$ cat config.mk
export PLATFORM = sky130hd
export DESIGN_NAME = nv_store_recall_sequencer
export DESIGN_NICKNAME = d
export VERILOG_FILES = /design/src/core/nv_seq_pkg.sv /design/src/core/nv_down_counter.sv /design/src/core/nv_store_recall_sequencer.sv
export SDC_FILE = /design/constraint.sdc
export NUM_CORES = 1
export LEC_CHECK = 0
export BUFFER_PORTS_ARGS = -buffer_cell sky130_fd_sc_hd__buf_2
export CORE_AREA = 2 2 103 105
export DETAILED_ROUTE_END_ITERATION = 16
export DIE_AREA = 0 0 105 107
export PLACE_DENSITY = 0.79
export REMOVE_ABC_BUFFERS = 1
export SYNTH_ARGS = -nofsm -noshare
export SYNTH_HDL_FRONTEND = slang
export SYNTH_HIERARCHICAL = 1
export SYNTH_SLANG_ARGS = --single-unit
$ cat constraint.sdc
create_clock -name i_clk_sys -period 6.4 [get_ports i_clk_sys]
set_clock_uncertainty 0.1 [all_clocks]
set_input_delay 1.6 -clock i_clk_sys [delete_from_list [all_inputs] [get_ports i_clk_sys]]
set_output_delay 1.6 -clock i_clk_sys [all_outputs]
set_load 0.005 [all_outputs]
$ cat src/core/nv_seq_pkg.sv
// Constants and types for the nonvolatile store/recall sequencer
package nv_seq_pkg;
  localparam int unsigned CLK_HZ          = 25_000_000;
  localparam int unsigned CLK_NS          = 40;
  localparam int unsigned POWERUP_MS_HI   = 20;
  localparam int unsigned POWERUP_MS_LO   = 40;
  localparam int unsigned STORE_MS        = 8;
  localparam int unsigned GRACE_NS        = 25;
  localparam int unsigned SLEEP_MS        = 8;
  localparam int unsigned STANDBY_US      = 100;
  localparam int unsigned SOFT_SEQ_US     = 500;
  localparam int unsigned RECALL_US       = 600;
  localparam int unsigned ACTIVE_US       = 5;
  localparam int unsigned DRIVE_HI_NS     = 500;
  // Nanosecond times round down; only the grace time is held to at least one cycle
  localparam int unsigned CYC_MS = CLK_HZ / 1000;
  localparam int unsigned CYC_US = CLK_HZ / 1_000_000;
  localparam int unsigned POWERUP_CYC_HI  = POWERUP_MS_HI * CYC_MS;
  localparam int unsigned POWERUP_CYC_LO  = POWERUP_MS_LO * CYC_MS;
  localparam int unsigned STORE_CYC       = STORE_MS * CYC_MS;
  localparam int unsigned GRACE_CYC =
    (GRACE_NS / CLK_NS) < 1 ? 1 : GRACE_NS / CLK_NS;
  localparam int unsigned SLEEP_CYC       = SLEEP_MS * CYC_MS;
  localparam int unsigned STANDBY_CYC     = STANDBY_US * CYC_US;
  localparam int unsigned SOFT_SEQ_CYC    = SOFT_SEQ_US * CYC_US;
  localparam int unsigned RECALL_CYC      = RECALL_US * CYC_US;
  localparam int unsigned ACTIVE_CYC      = ACTIVE_US * CYC_US;
  localparam int unsigned DRIVE_HI_CYC    = DRIVE_HI_NS / CLK_NS;
  localparam int unsigned CNT_W           = 21;

  typedef enum logic [7:0] {
    ST_RESTORE = 8'h01,
    ST_READY   = 8'h02,
    ST_GRACE   = 8'h04,
    ST_SAVE    = 8'h08,
    ST_RECALL  = 8'h10,
    ST_SLEEPG  = 8'h20,
    ST_SLEEP   = 8'h40,
    ST_WAKE    = 8'h80
  } seq_state_t;

  typedef struct packed {
    logic soft_save;
    logic soft_recall;
    logic sleep;
    logic wake;
  } soft_cmd_t;

  typedef struct packed {
    logic access_en;
    logic write_en;
    logic busy;
    logic standby;
    logic asleep;
  } seq_status_t;
endpackage : nv_seq_pkg

$ cat src/core/nv_down_counter.sv
// Loadable down counter with terminal flag
`timescale 1ns/1ps
module nv_down_counter
  import nv_seq_pkg::*;
(
  input  wire logic             i_clk_sys,
  input  wire logic             i_sys_rst,
  input  wire logic             i_load,
  input  wire logic [CNT_W-1:0] i_value,
  output logic                  o_zero
);
  logic [CNT_W-1:0] cnt_r;
  assign o_zero = (cnt_r == '0);
  always_ff @(posedge i_clk_sys or posedge i_sys_rst)
  begin
    if (i_sys_rst)
      cnt_r <= '0;
    else if (i_load)
      cnt_r <= i_value;
    else if (!o_zero)
      cnt_r <= cnt_r - 1'b1;
  end
endmodule : nv_down_counter

$ cat src/core/nv_store_recall_sequencer.sv
// Store/recall, sleep and store-busy pin sequencer
`timescale 1ns/1ps
module nv_store_recall_sequencer
  import nv_seq_pkg::*;
(
  input  wire logic      i_clk_sys,
  input  wire logic      i_sys_rst,
  input  wire logic      i_low_variant,
  input  wire logic      i_supply_ok,
  input  wire logic      i_sram_write,
  input  wire logic      i_bus_stop,
  input  wire logic      i_bus_busy,
  input  wire soft_cmd_t i_cmd,
  input  wire logic      i_store_busy_pin_in,
  output logic           o_store_busy_pin_out,
  output logic           o_store_busy_pin_oe,
  output seq_status_t    o_status
);
  seq_state_t       state_r;
  seq_state_t       state_nxt;
  logic             dirty_r;
  logic             pin_low_r;
  logic             drive_hi_r;
  logic             resume_r;
  logic             standby_r;
  logic             cmd_pend_r;
  soft_cmd_t        cmd_r;
  logic [CNT_W-1:0] sb_cnt_r;
  logic [CNT_W-1:0] load_val;
  logic             load;
  logic             tmr_zero;
  logic             hb_load;
  logic             hb_zero;
  logic             pin_req;
  logic             pin_rise;
  logic             power_fail;
  logic             in_ready;
  logic             save_need;
  logic [CNT_W-1:0] wake_cyc;
  seq_status_t      status_nxt;

  nv_down_counter u_step_timer (
    .i_clk_sys (i_clk_sys),
    .i_sys_rst (i_sys_rst),
    .i_load    (load),
    .i_value   (load_val),
    .o_zero    (tmr_zero)
  );

  nv_down_counter u_drive_timer (
    .i_clk_sys (i_clk_sys),
    .i_sys_rst (i_sys_rst),
    .i_load    (hb_load),
    .i_value   (CNT_W'(DRIVE_HI_CYC)),
    .o_zero    (hb_zero)
  );

  assign wake_cyc   = i_low_variant ? CNT_W'(POWERUP_CYC_LO)
                                    : CNT_W'(POWERUP_CYC_HI);
  assign power_fail = !i_supply_ok;
  assign in_ready   = (state_r == ST_READY);
  // External low only counts while we are not driving the pin
  assign pin_req    = !i_store_busy_pin_in && !o_store_busy_pin_oe;
  assign pin_rise   = pin_low_r && i_store_busy_pin_in;
  assign save_need  = dirty_r || i_sram_write;

  // Next state
  always_comb
  begin
    state_nxt = state_r;
    load      = 1'b0;
    load_val  = '0;
    case (state_r)
      ST_RESTORE:
      begin
        if (power_fail)
        begin
          load      = 1'b1;
          load_val  = wake_cyc;
        end
        else if (tmr_zero)
          state_nxt = ST_READY;
      end
      ST_READY:
      begin
        if ((power_fail || pin_req) && save_need)
        begin
          state_nxt = ST_GRACE;
          load      = 1'b1;
          load_val  = CNT_W'(GRACE_CYC);
        end
        else if (cmd_pend_r && cmd_r.soft_save)
        begin
          state_nxt = ST_SAVE;
          load      = 1'b1;
          load_val  = CNT_W'(STORE_CYC);
        end
        else if (cmd_pend_r && cmd_r.soft_recall)
        begin
          state_nxt = ST_RECALL;
          load      = 1'b1;
          load_val  = CNT_W'(RECALL_CYC);
        end
        else if (cmd_pend_r && cmd_r.sleep)
        begin
          state_nxt = ST_SLEEPG;
          load      = 1'b1;
          load_val  = save_need ? CNT_W'(STORE_CYC) : CNT_W'(1);
        end
      end
      ST_GRACE:
        if (tmr_zero)
        begin
          state_nxt = ST_SAVE;
          load      = 1'b1;
          load_val  = CNT_W'(STORE_CYC);
        end
      ST_SAVE:
        if (tmr_zero)
          state_nxt = ST_READY;
      ST_RECALL:
        if (tmr_zero)
          state_nxt = ST_READY;
      ST_SLEEPG:
        if (tmr_zero)
          state_nxt = ST_SLEEP;
      ST_SLEEP:
        if (i_cmd.wake)
        begin
          state_nxt = ST_WAKE;
          load      = 1'b1;
          load_val  = wake_cyc;
        end
      ST_WAKE:
        if (tmr_zero)
          state_nxt = ST_READY;
      default:
      begin
        state_nxt = ST_RESTORE;
        load      = 1'b1;
        load_val  = wake_cyc;
      end
    endcase
  end

  assign hb_load = pin_rise || (state_r == ST_SAVE && tmr_zero);

  // Outputs
  always_comb
  begin
    status_nxt           = '0;
    status_nxt.access_en = in_ready && i_supply_ok && !pin_low_r
                           && !pin_req && !resume_r;
    status_nxt.write_en  = status_nxt.access_en
                           || (state_r == ST_GRACE);
    status_nxt.busy      = (state_r != ST_READY);
    status_nxt.standby   = standby_r;
    status_nxt.asleep    = (state_nxt == ST_SLEEP);
  end

  always_ff @(posedge i_clk_sys or posedge i_sys_rst)
  begin
    if (i_sys_rst)
      state_r <= ST_RESTORE;
    else
      state_r <= state_nxt;
  end

  // Pin state, resume window, dirty flag
  always_ff @(posedge i_clk_sys or posedge i_sys_rst)
  begin
    if (i_sys_rst)
    begin
      dirty_r    <= 1'b0;
      pin_low_r  <= 1'b0;
      resume_r   <= 1'b0;
    end
    else
    begin
      pin_low_r <= pin_req;
      if (pin_rise)
        resume_r <= 1'b1;
      else if (hb_zero)
        resume_r <= 1'b0;
      // A write in the clearing cycle is ignored, as write_en is low in save
      if (i_sram_write && status_nxt.write_en)
        dirty_r <= 1'b1;
      else if (state_r == ST_SAVE && tmr_zero)
        dirty_r <= 1'b0;
    end
  end

  // Soft command capture; taken only when idle
  always_ff @(posedge i_clk_sys or posedge i_sys_rst)
  begin
    if (i_sys_rst)
    begin
      cmd_r      <= '0;
      cmd_pend_r <= 1'b0;
    end
    else if (!cmd_pend_r && in_ready && i_supply_ok && (|i_cmd))
    begin
      cmd_r      <= i_cmd;
      cmd_pend_r <= 1'b1;
    end
    else if (state_r != ST_READY)
      cmd_pend_r <= 1'b0;
  end

  // Standby timer after stop
  always_ff @(posedge i_clk_sys or posedge i_sys_rst)
  begin
    if (i_sys_rst)
    begin
      sb_cnt_r  <= '0;
      standby_r <= 1'b0;
    end
    else if (i_bus_busy)
    begin
      sb_cnt_r  <= '0;
      standby_r <= 1'b0;
    end
    else if (i_bus_stop)
    begin
      sb_cnt_r  <= CNT_W'(STANDBY_CYC);
      standby_r <= 1'b0;
    end
    else if (sb_cnt_r == CNT_W'(1))
    begin
      sb_cnt_r  <= '0;
      standby_r <= 1'b1;
    end
    else if (sb_cnt_r != '0)
      sb_cnt_r <= sb_cnt_r - 1'b1;
  end

  // Store-busy pin drive
  always_ff @(posedge i_clk_sys or posedge i_sys_rst)
  begin
    if (i_sys_rst)
    begin
      o_store_busy_pin_out <= 1'b1;
      o_store_busy_pin_oe  <= 1'b0;
      drive_hi_r           <= 1'b0;
      o_status             <= '0;
    end
    else
    begin
      o_status <= status_nxt;
      if (state_nxt == ST_SAVE)
      begin
        o_store_busy_pin_out <= 1'b0;
        o_store_busy_pin_oe  <= 1'b1;
        drive_hi_r           <= 1'b0;
      end
      else if (state_r == ST_SAVE)
      begin
        o_store_busy_pin_out <= 1'b1;
        o_store_busy_pin_oe  <= 1'b1;
        drive_hi_r           <= 1'b1;
      end
      else if (drive_hi_r && hb_zero)
      begin
        o_store_busy_pin_oe  <= 1'b0;
        drive_hi_r           <= 1'b0;
      end
    end
  end
endmodule : nv_store_recall_sequencer

==> After elaboration in Yosys (flattened, before gate mapping) <==
Cells that the tools add are included.
{ "totals": {"regBits": 87, "input_bits": 12, "word_cells": 128} }
{ "classes": {"addsub": 3, "n_eq_ne": 14, "mux": 51, "n_reduce_logical": 40} }
{ "op_table": {"columns": ["operator", "n"], "rows": [
  ["$mux W21", 8],
  ["$mux W18", 6],
  ["$pmux W20 S5", 1],
  ["$mux W8", 9],
  ["$sub A21 B1 Y21 const B", 3],
  ["$mux W20", 3],
  ["$pmux W8 S6", 1],
  ["$logic_not A21 Y1", 2],
  ["$mux W1", 22],
  ["$eq A21 B1 Y1 const B", 1],
  ["$reduce_bool A21 Y1", 1],
  ["$eq A8 B4 Y1 const B", 2],
  ["$eq A8 B7 Y1 const B", 2],
  ["$logic_and A1 B1 Y1", 16],
  ["$eq A8 B1 Y1 const B", 1],
  ["$eq A8 B2 Y1 const B", 1],
  ["$eq A8 B3 Y1 const B", 1],
  ["$eq A8 B5 Y1 const B", 1],
  ["$eq A8 B6 Y1 const B", 1],
  ["$eq A8 B8 Y1 const B", 1],
  ["$ne A8 B2 Y1 const B", 1],
  ["$reduce_bool A2 Y1", 4],
  ["$reduce_or A4 Y1", 2],
  ["$logic_not A1 Y1", 7],
  ["other kinds (6)", 11]
]} }

==> Longest topological paths before layout <==
Gate-level depths: netlist (run 1).
{ "depth": {"depth_word": 8, "mapped_depth": 14, "depth_no_buf": 12} }

==> Cells and area by module <==
Netlist (run 1), hierarchy kept.
{ "modules_own_cells": {"columns": ["module", "instances", "cells_each", "area_per_inst_um2"], "rows": [
  ["nv_down_counter", 2, 155, 1453.9],
  ["nv_store_recall_sequencer", 1, 288, 2516.2]
]} }

==> Worst setup path before layout (run 1) <==
OpenSTA, ideal clock, no wires.
{ "synth_path": {"kind": "input -> register", "from": "in i_store_busy_pin_in", "to": "reg u_step_timer.cnt_r[17]", "setup_ps": 146, "arrival_ps": 3247, "t_required_ps": 6154, "path_slack_ps": 2907, "path_stages": 9, "path_buffers": 3, "path_cell_list": "o21ai_0 o21ai_1 o21ai_0 nand2_1 nand3_1 clkbuf_1 clkbuf_1 clkbuf_1 a221oi_1"} }
{ "synth_between": {"elab_chain_len": 7, "word_cells_on_any_way": 10, "classes_between": "1 x eq/ne; 5 x mux; 4 x reduce/logical"} }
{ "synth_lines": {"columns": ["item", "line", "text"], "rows": [
  ["start: declaration", "nv_store_recall_sequencer.sv:14", "input wire logic i_store_busy_pin_in,"],
  ["$logic_not A1 Y1 *", "nv_store_recall_sequencer.sv:63", "assign pin_req = !i_store_busy_pin_in && !o_store_busy_pin_oe;"],
  ["$logic_and A1 B1 Y1 *", "nv_store_recall_sequencer.sv:63", null],
  ["$logic_or A1 B1 Y1 *", "nv_store_recall_sequencer.sv:86", "if ((power_fail || pin_req) && save_need)"],
  ["$logic_and A1 B1 Y1 *", "nv_store_recall_sequencer.sv:86", null],
  ["$mux W1 *", "nv_store_recall_sequencer.sv:86", null],
  ["$pmux W1 S5 *", "nv_store_recall_sequencer.sv:73", "case (state_r)"],
  ["via load", "nv_store_recall_sequencer.sv:30", "logic load;"],
  ["$ne A2 B2 Y1 (no source line) / $mux W21 (equally long branches)", null, null],
  ["end signal: assignment", "nv_down_counter.sv:19", "cnt_r <= i_value;"],
  ["end signal: assignment", "nv_down_counter.sv:21", "cnt_r <= cnt_r - 1'b1;"],
  ["end: declaration", "nv_down_counter.sv:12", "logic [CNT_W-1:0] cnt_r;"]
]} }
The timed path passes the listed nets; every way through them passes the cells marked *.
A chain may end at the register's enable or synchronous reset.

==> Worst setup path after layout (run 1) <==
{ "layout_path": {"from": "reg u_step_timer.cnt_r[17]", "to": "reg u_step_timer.cnt_r[11]"} }
{ "layout_between": {"elab_chain_len": 4, "word_cells_on_any_way": 7, "classes_between": "1 x eq/ne; 5 x mux; 1 x reduce/logical"} }
{ "layout_lines": {"columns": ["item", "line", "text"], "rows": [
  ["$logic_not A21 Y1 *", "nv_down_counter.sv:13", "assign o_zero = (cnt_r == '0);"],
  ["via tmr_zero", "nv_store_recall_sequencer.sv:31", "logic tmr_zero;"],
  ["$mux W1 *", "nv_store_recall_sequencer.sv:112", "if (tmr_zero)"],
  ["$pmux W1 S5 *", "nv_store_recall_sequencer.sv:73", null],
  ["via load", "nv_store_recall_sequencer.sv:30", null],
  ["$ne A2 B2 Y1 (no source line) / $mux W21 (equally long branches)", null, null]
]} }
Marks and branches as above.

==> results.txt, run 1 <==
----------------------------------------------------
[Cells and area]
  Post-layout nets ... 641
  Top library cells by usage in the layout, fill and taps aside ... dfrtp_1 (85), nor2_1 (55), nand2_1 (49)
  Layout Cells excl Fill ... 764
  Diodes inserted ... 0
  Layout Utilization ... 58.4%
  Most frequent standard cell in the layout excluding fill and tap cells ... dfrtp_1
  Signed area change from the synthesized netlist to the final layout ... 8.63%
  Ratio of cells with drive above 1 in the final layout ... 12.6%

[Clock tree]
  CTS Buffer Depth ... 2
  Number of buffers created by CTS ... 9
  H-tree depth ... 3
  Clock tree root buffer cell ... clkbuf_8
  Clk sinks ... 87
  Clock slew seen by the registers of the worst setup and hold paths ... 0.10 ns
  Hold bufs inserted after CTS ... 0
  Clock latency on the worst-skew pair ... 0.38 ns
  Clock tree from TritonCTS ... built
  Post-CTS resize count ... 0
  Buffer count from post-CTS setup fixing ... 0

[Global routing]
  Total gr overflow ... 0
  Number of antenna violations at the first check in global routing ... 0
  Largest net degree at the start of global routing ... 46
  Wire length of the first global-routing pass ... 21.9 mm
  Via count of the first global-routing pass ... 4513
  Aggregate global-route resource usage ... 23.9%

[STA]
  Slew of the pin with the lowest slew margin ... 0.921 ns
  Total Neg Setup Slack ... 0 ns
  Setup repair after global routing missed its margin ... no
  Min setup slack post-route ... 2.47 ns
  Setup Viol. Count Final ... 0
  Max-slew headroom ... 38.5%
  Hold violation total from the final report ... 0
  Hold Worst Slack ... 0.288 ns
  Total count of max-transition violations in the final report ... 0
  Final cycle utilization of the critical path ... 61.4%
  Fmax ... 255 MHz
  Shortest clock period the worst path allows after layout ... 3.93 ns

[Power]
  Gate power share ... 19.1%
  Switching power total ... 0.456 mW
  Highest ir drop seen on vdd ... 0.268 mV
  Net Sw Frac ... 31.8%
  Clock network fraction of total power ... 33.3%
  Pleak ... 2.40 nW
  Pwr dens ... 243 nW/um^2
  Fraction of power consumed by sequential logic ... 47.6%
  Cell internal pwr ... 0.979 mW

[Synthesis]
  Number of enable-type register cells in the synthesized netlist ... 0
  Mapped Cells ... 598
  Number of warnings issued by yosys ... 6
  Ys async rst share ... 100%
  Top_reg_cell synth ... dfrtp_1
  Fraction of the yosys area taken by sequential cells ... 40.2%
  Flip-flop and latch count after synthesis ... 87
  Syn avg cell area ... 9.07 um^2
  Post-synthesis cell area ... 5420 um^2
  Share of the synthesized area in the top cell type ... 39.2%
  Biggest area consumer among synthesized cells ... dfrtp_1
  Post-synthesis cell type count ... 74
  Top cells by area in the synthesized netlist ... dfrtp_1 (39%), nor2_1 (3.8%), nand2_1 (3.4%)

[Die]
  Count of standard-cell rows ... 37
  Y dimension of the die ... 107 um
  Effective utilization at floorplan ... 53.7%
  IO Count ... 19
  Core Box Area ... 10100 um^2
  DIE AREA ... 11200 um^2
  Die W ... 105 um

[Run status]
  Status ... complete, no violations

[Worst setup path]
  Arrival time at the worst endpoint ... 4.08 ns
  Worst Path Required ... 6.55 ns
  Internal reg-to-reg setup slack ... 2.47 ns
  Endpoint type of the worst setup path ... register
  Critical path type ... register to register
  Setup crit start kind ... register
  Critical path fanouts, max ... 44

[Place]
  Placed instance count ... 748
  Hpwl dp ... 8.66 mm
  Setup slack at placement ... 2.31 ns
  Routability-driven placement congestion ratio ... 0.877
  Count of buffers from port buffering ... 18

[Route]
  Overall via count from detail_route ... 4725
  Detailed-route wire length ... 12.5 mm
  Detail Route Antenna Nets ... 0
  Post-detailed-route via-to-cell ratio ... 6.18
  Wire length per cell ... 16.4 um
  Number of design-rule violations left by the first detailed-router iteration ... 262
  Number of DRC violations after detailed routing ... 0
  Iteration count of the initial detailed-routing pass ... 6

[Worst hold path]
  Class of the worst hold path ... register to register

[Flow run]
  Max-cap check violation count ... 0

----------------------------------------------------
cells in the mapped netlist, types with 3 or more instances:
cell,n
buf_6,3
nand2_1,49
dfrtp_1,85
o211ai_1,5
nor3_2,6
o21ai_0,28
o21ai_1,5
nand3_1,15
a2bb2oi_1,4
a31oi_1,12
mux2i_1,3
clkbuf_1,21
nand2b_1,5
or3_1,11
nor2b_1,11
a21oi_1,27
and2_1,10
o41ai_1,12
or4_4,3
nor3_1,19
xnor2_1,9
inv_1,36
a2111oi_2,6
a311oi_1,6
nor4_1,13
buf_2,3
and4_1,4
nor4_4,4
a221oi_1,4
mux2_2,3
nor2_1,55
xor2_1,13
a21o_1,3
or4_1,12
ha_1,6
nor4_2,6
o2111ai_1,4
o31ai_1,18
nand4_1,7
power groups by stage:
stage / Sequential, mW / Clock, mW / Combinational [mW]
floorplan: 0.675 / 0 / 0.216
global placement: 0.686 / 0 / 0.261
detailed placement: 0.691 / 0 / 0.270
CTS: 0.681 / 0.489 / 0.273
global route: 0.691 / 0.515 / 0.311
finish: 0.683 / 0.477 / 0.275
path summary, 6_finish.rpt:
kind,start,end,cells after the start
min reg2reg,standby_r,o_status[1],0
min in group asynchronous,i_sys_rst,u_drive_timer/cnt_r[3],2
max,u_step_timer/cnt_r[17],u_step_timer/cnt_r[11],11
min,standby_r,o_status[1],0
max in group asynchronous,i_sys_rst,sb_cnt_r[19],2
max reg2reg,u_step_timer/cnt_r[17],u_step_timer/cnt_r[11],11
worst max-delay path, cell delays in order (launching register included):
cell	delay, ns
dfrtp_1	0.48
nor4_2	0.50
nand4_2	0.35
nor2_4	0.47
inv_1	0.16
or2_2	0.36
nand3_1	0.10
buf_4	0.39
clkinv_1	0.39
nand2_1	0.14
nor4_1	0.06
a2111oi_1	0.28
routing by layer:
layer	part of all wire [%]	vias up	global-route usage, %
li1	-	2248	-
met1	44	2249	32.9
met2	47	208	37.5
met3	7.3	20	6.02
met4	1.5	0	6.76
met5	0	-	0
stage by stage:
step	total power [mW]	area, um^2
after CTS	1.44	5890
after global routing	1.52	5890
after global placement	0.947	5650
final	1.43	5890
after floorplan	0.891	5370
after detailed placement	0.962	5650
cell families (layout without fill, tap and decap cells):
logic type,count (synthesis),after routing,synth area share (%)
AOI/OAI and AO/OA,156,156,20.5
buffers and inverters,66,74,5.12
xor gates and xnor gates,22,22,3.55
adders and majority gates,6,6,1.38
other,2,24,0.138
DFF,87,87,40.2
muxes,6,6,1.18
and+or+nand+nor,253,253,27.9
sequential cells by signal, indices dropped and copies added, names as in the netlist, 3 cells and up:
register and flops:
sb_cnt_r 21, u_step_timer/cnt_r 21, cmd_r 3, u_drive_timer/cnt_r 21, state_r 8, o_status 5
area by class of cell:
type                            instances  area [um^2]
Clock buffer                           10          128
Sequential cell                        87         2180
Timing Repair Buffer                   20          105
Fill cell                             898         4200
Multi-Input combinational cell        467         3050
Tap cell                              136          170
Inverter                               38          143
Clock inverter                          6          118
No activity file was read; power rests on OpenSTA's default activity.
==> run 2: changes to the inputs <==
clock period = 3.8 ns   (was 6.4 ns; I/O delays follow)
==> run 2 against run 1 <==
Net effect: global-route usage rose by 0.25 points; total power up 58%; setup slack got worse by 2.1 ns; clock power increased by 38%; critical path depth unchanged; sequential power rose by 68%; critical path type unchanged.
==> results.txt, run 2 (synthesis gave the netlist of run 1 again) <==
----------------------------------------------------
[Worst setup path]
  Endpoint type of the worst setup path ... register
  Worst reg2reg path endpoint ... u_step_timer/cnt_r[11]
  Cell count of the worst reg-to-reg path ... 11
  Critical path type ... register to register
  Internal reg-to-reg setup slack ... 0.41 ns
  Arrival time at the worst endpoint ... 3.54 ns
  Worst Path Required ... 3.95 ns
  Critical path fanouts, max ... 31
  R2R Path Start ... u_step_timer/cnt_r[12]
  Setup crit start kind ... register

[STA]
  Slew of the pin with the lowest slew margin ... 0.925 ns
  Fmax ... 295 MHz
  Setup Viol. Count Final ... 0
  Final cycle utilization of the critical path ... 89.3%
  Setup repair after global routing missed its margin ... no
  Hold violation total from the final report ... 0
  Shortest clock period the worst path allows after layout ... 3.39 ns
  Max-slew headroom ... 38.3%
  Total Neg Setup Slack ... 0 ns
  Total count of max-transition violations in the final report ... 0

[Cells and area]
  Layout Cells excl Fill ... 769
  Number of fill cells in the layout ... 918
  Diodes inserted ... 0
  Sequential Area ... 2180 um^2
  Post-layout nets ... 646
  Area of the multi-input gates ... 3050 um^2
  Signed area change from the synthesized netlist to the final layout ... 8.49%
  Area of all placed cells without fillers ... 5880 um^2
  Layout Utilization ... 58.3%
  Ratio of cells with drive above 1 in the final layout ... 13.4%
  Top library cells by usage in the layout, fill and taps aside ... dfrtp_1 (85), nor2_1 (55), nand2_1 (48)
  Most frequent standard cell in the layout excluding fill and tap cells ... dfrtp_1
  Registers with the most flip-flops ... sb_cnt_r x21, u_drive_timer/cnt_r x21, u_step_timer/cnt_r x21

[Worst hold path]
  WHS Endpoint ... o_status[1]
  Class of the worst hold path ... register to register
  Cell count of the worst hold path ... 0
  Worst min-delay path startpoint ... standby_r

[Place]
  Count of buffers from port buffering ... 18
  Hpwl dp ... 8.91 mm
  Routability-driven placement congestion ratio ... 0.922
  Placed inst area ... 5680 um^2
  Placed instance count ... 753

[Power]
  Pleak ... 2.40 nW
  Net Sw Frac ... 32.7%
  Pwr dens ... 386 nW/um^2
  Gate power share ... 20.3%
  Design Power ... 2.27 mW
  Cell internal pwr ... 1.53 mW
  Switching power total ... 0.742 mW
  Clock network fraction of total power ... 29.0%
  Fraction of power consumed by sequential logic ... 50.6%
  Highest ir drop seen on vdd ... 0.318 mV

[Global routing]
  Total gr overflow ... 0
  Via count of the first global-routing pass ... 4620
  Largest net degree at the start of global routing ... 46
  Number of antenna violations at the first check in global routing ... 0
  Wire length of the first global-routing pass ... 21.9 mm
  Aggregate global-route resource usage ... 24.1%

[Clock tree]
  Clock tree root buffer cell ... clkbuf_8
  Clock latency on the worst-skew pair ... 0.37 ns
  Clock slew seen by the registers of the worst setup and hold paths ... 0.09 ns
  Number of buffers created by CTS ... 9
  Clock tree from TritonCTS ... built
  Clk sinks ... 87
  CTS Buffer Depth ... 2
  H-tree depth ... 3

[Route]
  Detailed-route wire length ... 12.5 mm
  Number of design-rule violations left by the first detailed-router iteration ... 261
  Overall via count from detail_route ... 4703
  Post-detailed-route via-to-cell ratio ... 6.12
  Iteration count of the initial detailed-routing pass ... 5
  Number of DRC violations after detailed routing ... 0
  Detail Route Antenna Nets ... 0
  Wire length per cell ... 16.2 um

[Die]
  Count of standard-cell rows ... 37
  Die W ... 105 um
  Effective utilization at floorplan ... 53.7%
  Core Box Area ... 10100 um^2
  DIE AREA ... 11200 um^2
  IO Count ... 19
  Y dimension of the die ... 107 um

[Run status]
  Status ... complete, no violations

[Flow run]
  Max-cap check violation count ... 0

----------------------------------------------------
-- run 2: cell count changes in the layout (fill, tap and decap cells not counted), sizes merged --
| cell | before | now |
|---|---|---|
| buf | 20 | 25 |
| bufinv | 3 | 1 |
| clkinv | 2 | 4 |
| clkbuf | 10 | 11 |
| inv | 38 | 37 |
-- run 2: stage by stage --
step	setup WS, ns	hold slack, ns
after CTS	0.389	0.291
final	0.407	0.289
after floorplan	0.0214	0.254
after global placement	0.499	0.262
after detailed placement	0.349	0.278
after global routing	0.106	0.313
-- run 2: power groups by stage --
| stage | Sequential, mW | Combinational, mW | Clock (mW) |
|---|---|---|---|
| 2_1_floorplan | 1.14 | 0.364 | 0 |
| 3_3_place_gp | 1.16 | 0.442 | 0 |
| 3_5_place_dp | 1.16 | 0.458 | 0 |
| 4_1_cts | 1.15 | 0.462 | 0.683 |
| 5_1_grt | 1.17 | 0.525 | 0.717 |
| 6_report | 1.15 | 0.462 | 0.658 |
-- run 2: repair_timing --
item | in CTS | in global routing
resized for setup | 0 | 1
setup endpoints to repair | 0 | 2
hold buffers | 0 | 0
setup buffers | 0 | 0
-- run 2: critical path, stage by stage, from the launching register on --
cell and delay [ns]:
dfrtp_1 0.48, nor4_2 0.48, nand4_2 0.34, nor2_4 0.16
inv_1 0.11, or2_2 0.35, nand3_1 0.09, buf_4 0.31
clkinv_1 0.38, nand2_1 0.16, nor4_1 0.06, a2111oi_1 0.25
-- run 2: how the worst max path moves through the flow --
stage / from / end / slack [ns] / cells after the start
floorplan: u_step_timer/cnt_r[14] / u_step_timer/cnt_r[11] / 0.02 / 10
global placement: state_r[6] / u_drive_timer/cnt_r[11] / 0.50 / 8
detailed placement: state_r[6] / u_drive_timer/cnt_r[11] / 0.35 / 8
CTS: state_r[6] / u_drive_timer/cnt_r[11] / 0.39 / 8
global route: u_step_timer/cnt_r[12] / u_step_timer/cnt_r[11] / 0.11 / 11
finish: u_step_timer/cnt_r[12] / u_step_timer/cnt_r[11] / 0.41 / 11
-- run 2: layout make-up --
type                    instances  share of cell area, %
repair buffers                 25                   2.42
clock inverters                 5                  0.957
inverters                      38                   2.42
clock buffers                  11                   2.40
multi-input cells             467                   51.9
flip-flops and latches         87                   37.0
well taps                     136                   2.89
-- run 2: routing by layer --
metal / track usage (%) / vias to the layer above / wire length [um]
met5: 0 / - / 0
met4: 8.57 / 0 / 199
met3: 5.53 / 18 / 722
met2: 40.6 / 134 / 6220
met1: 30.5 / 2285 / 5340
li1: - / 2266 / -
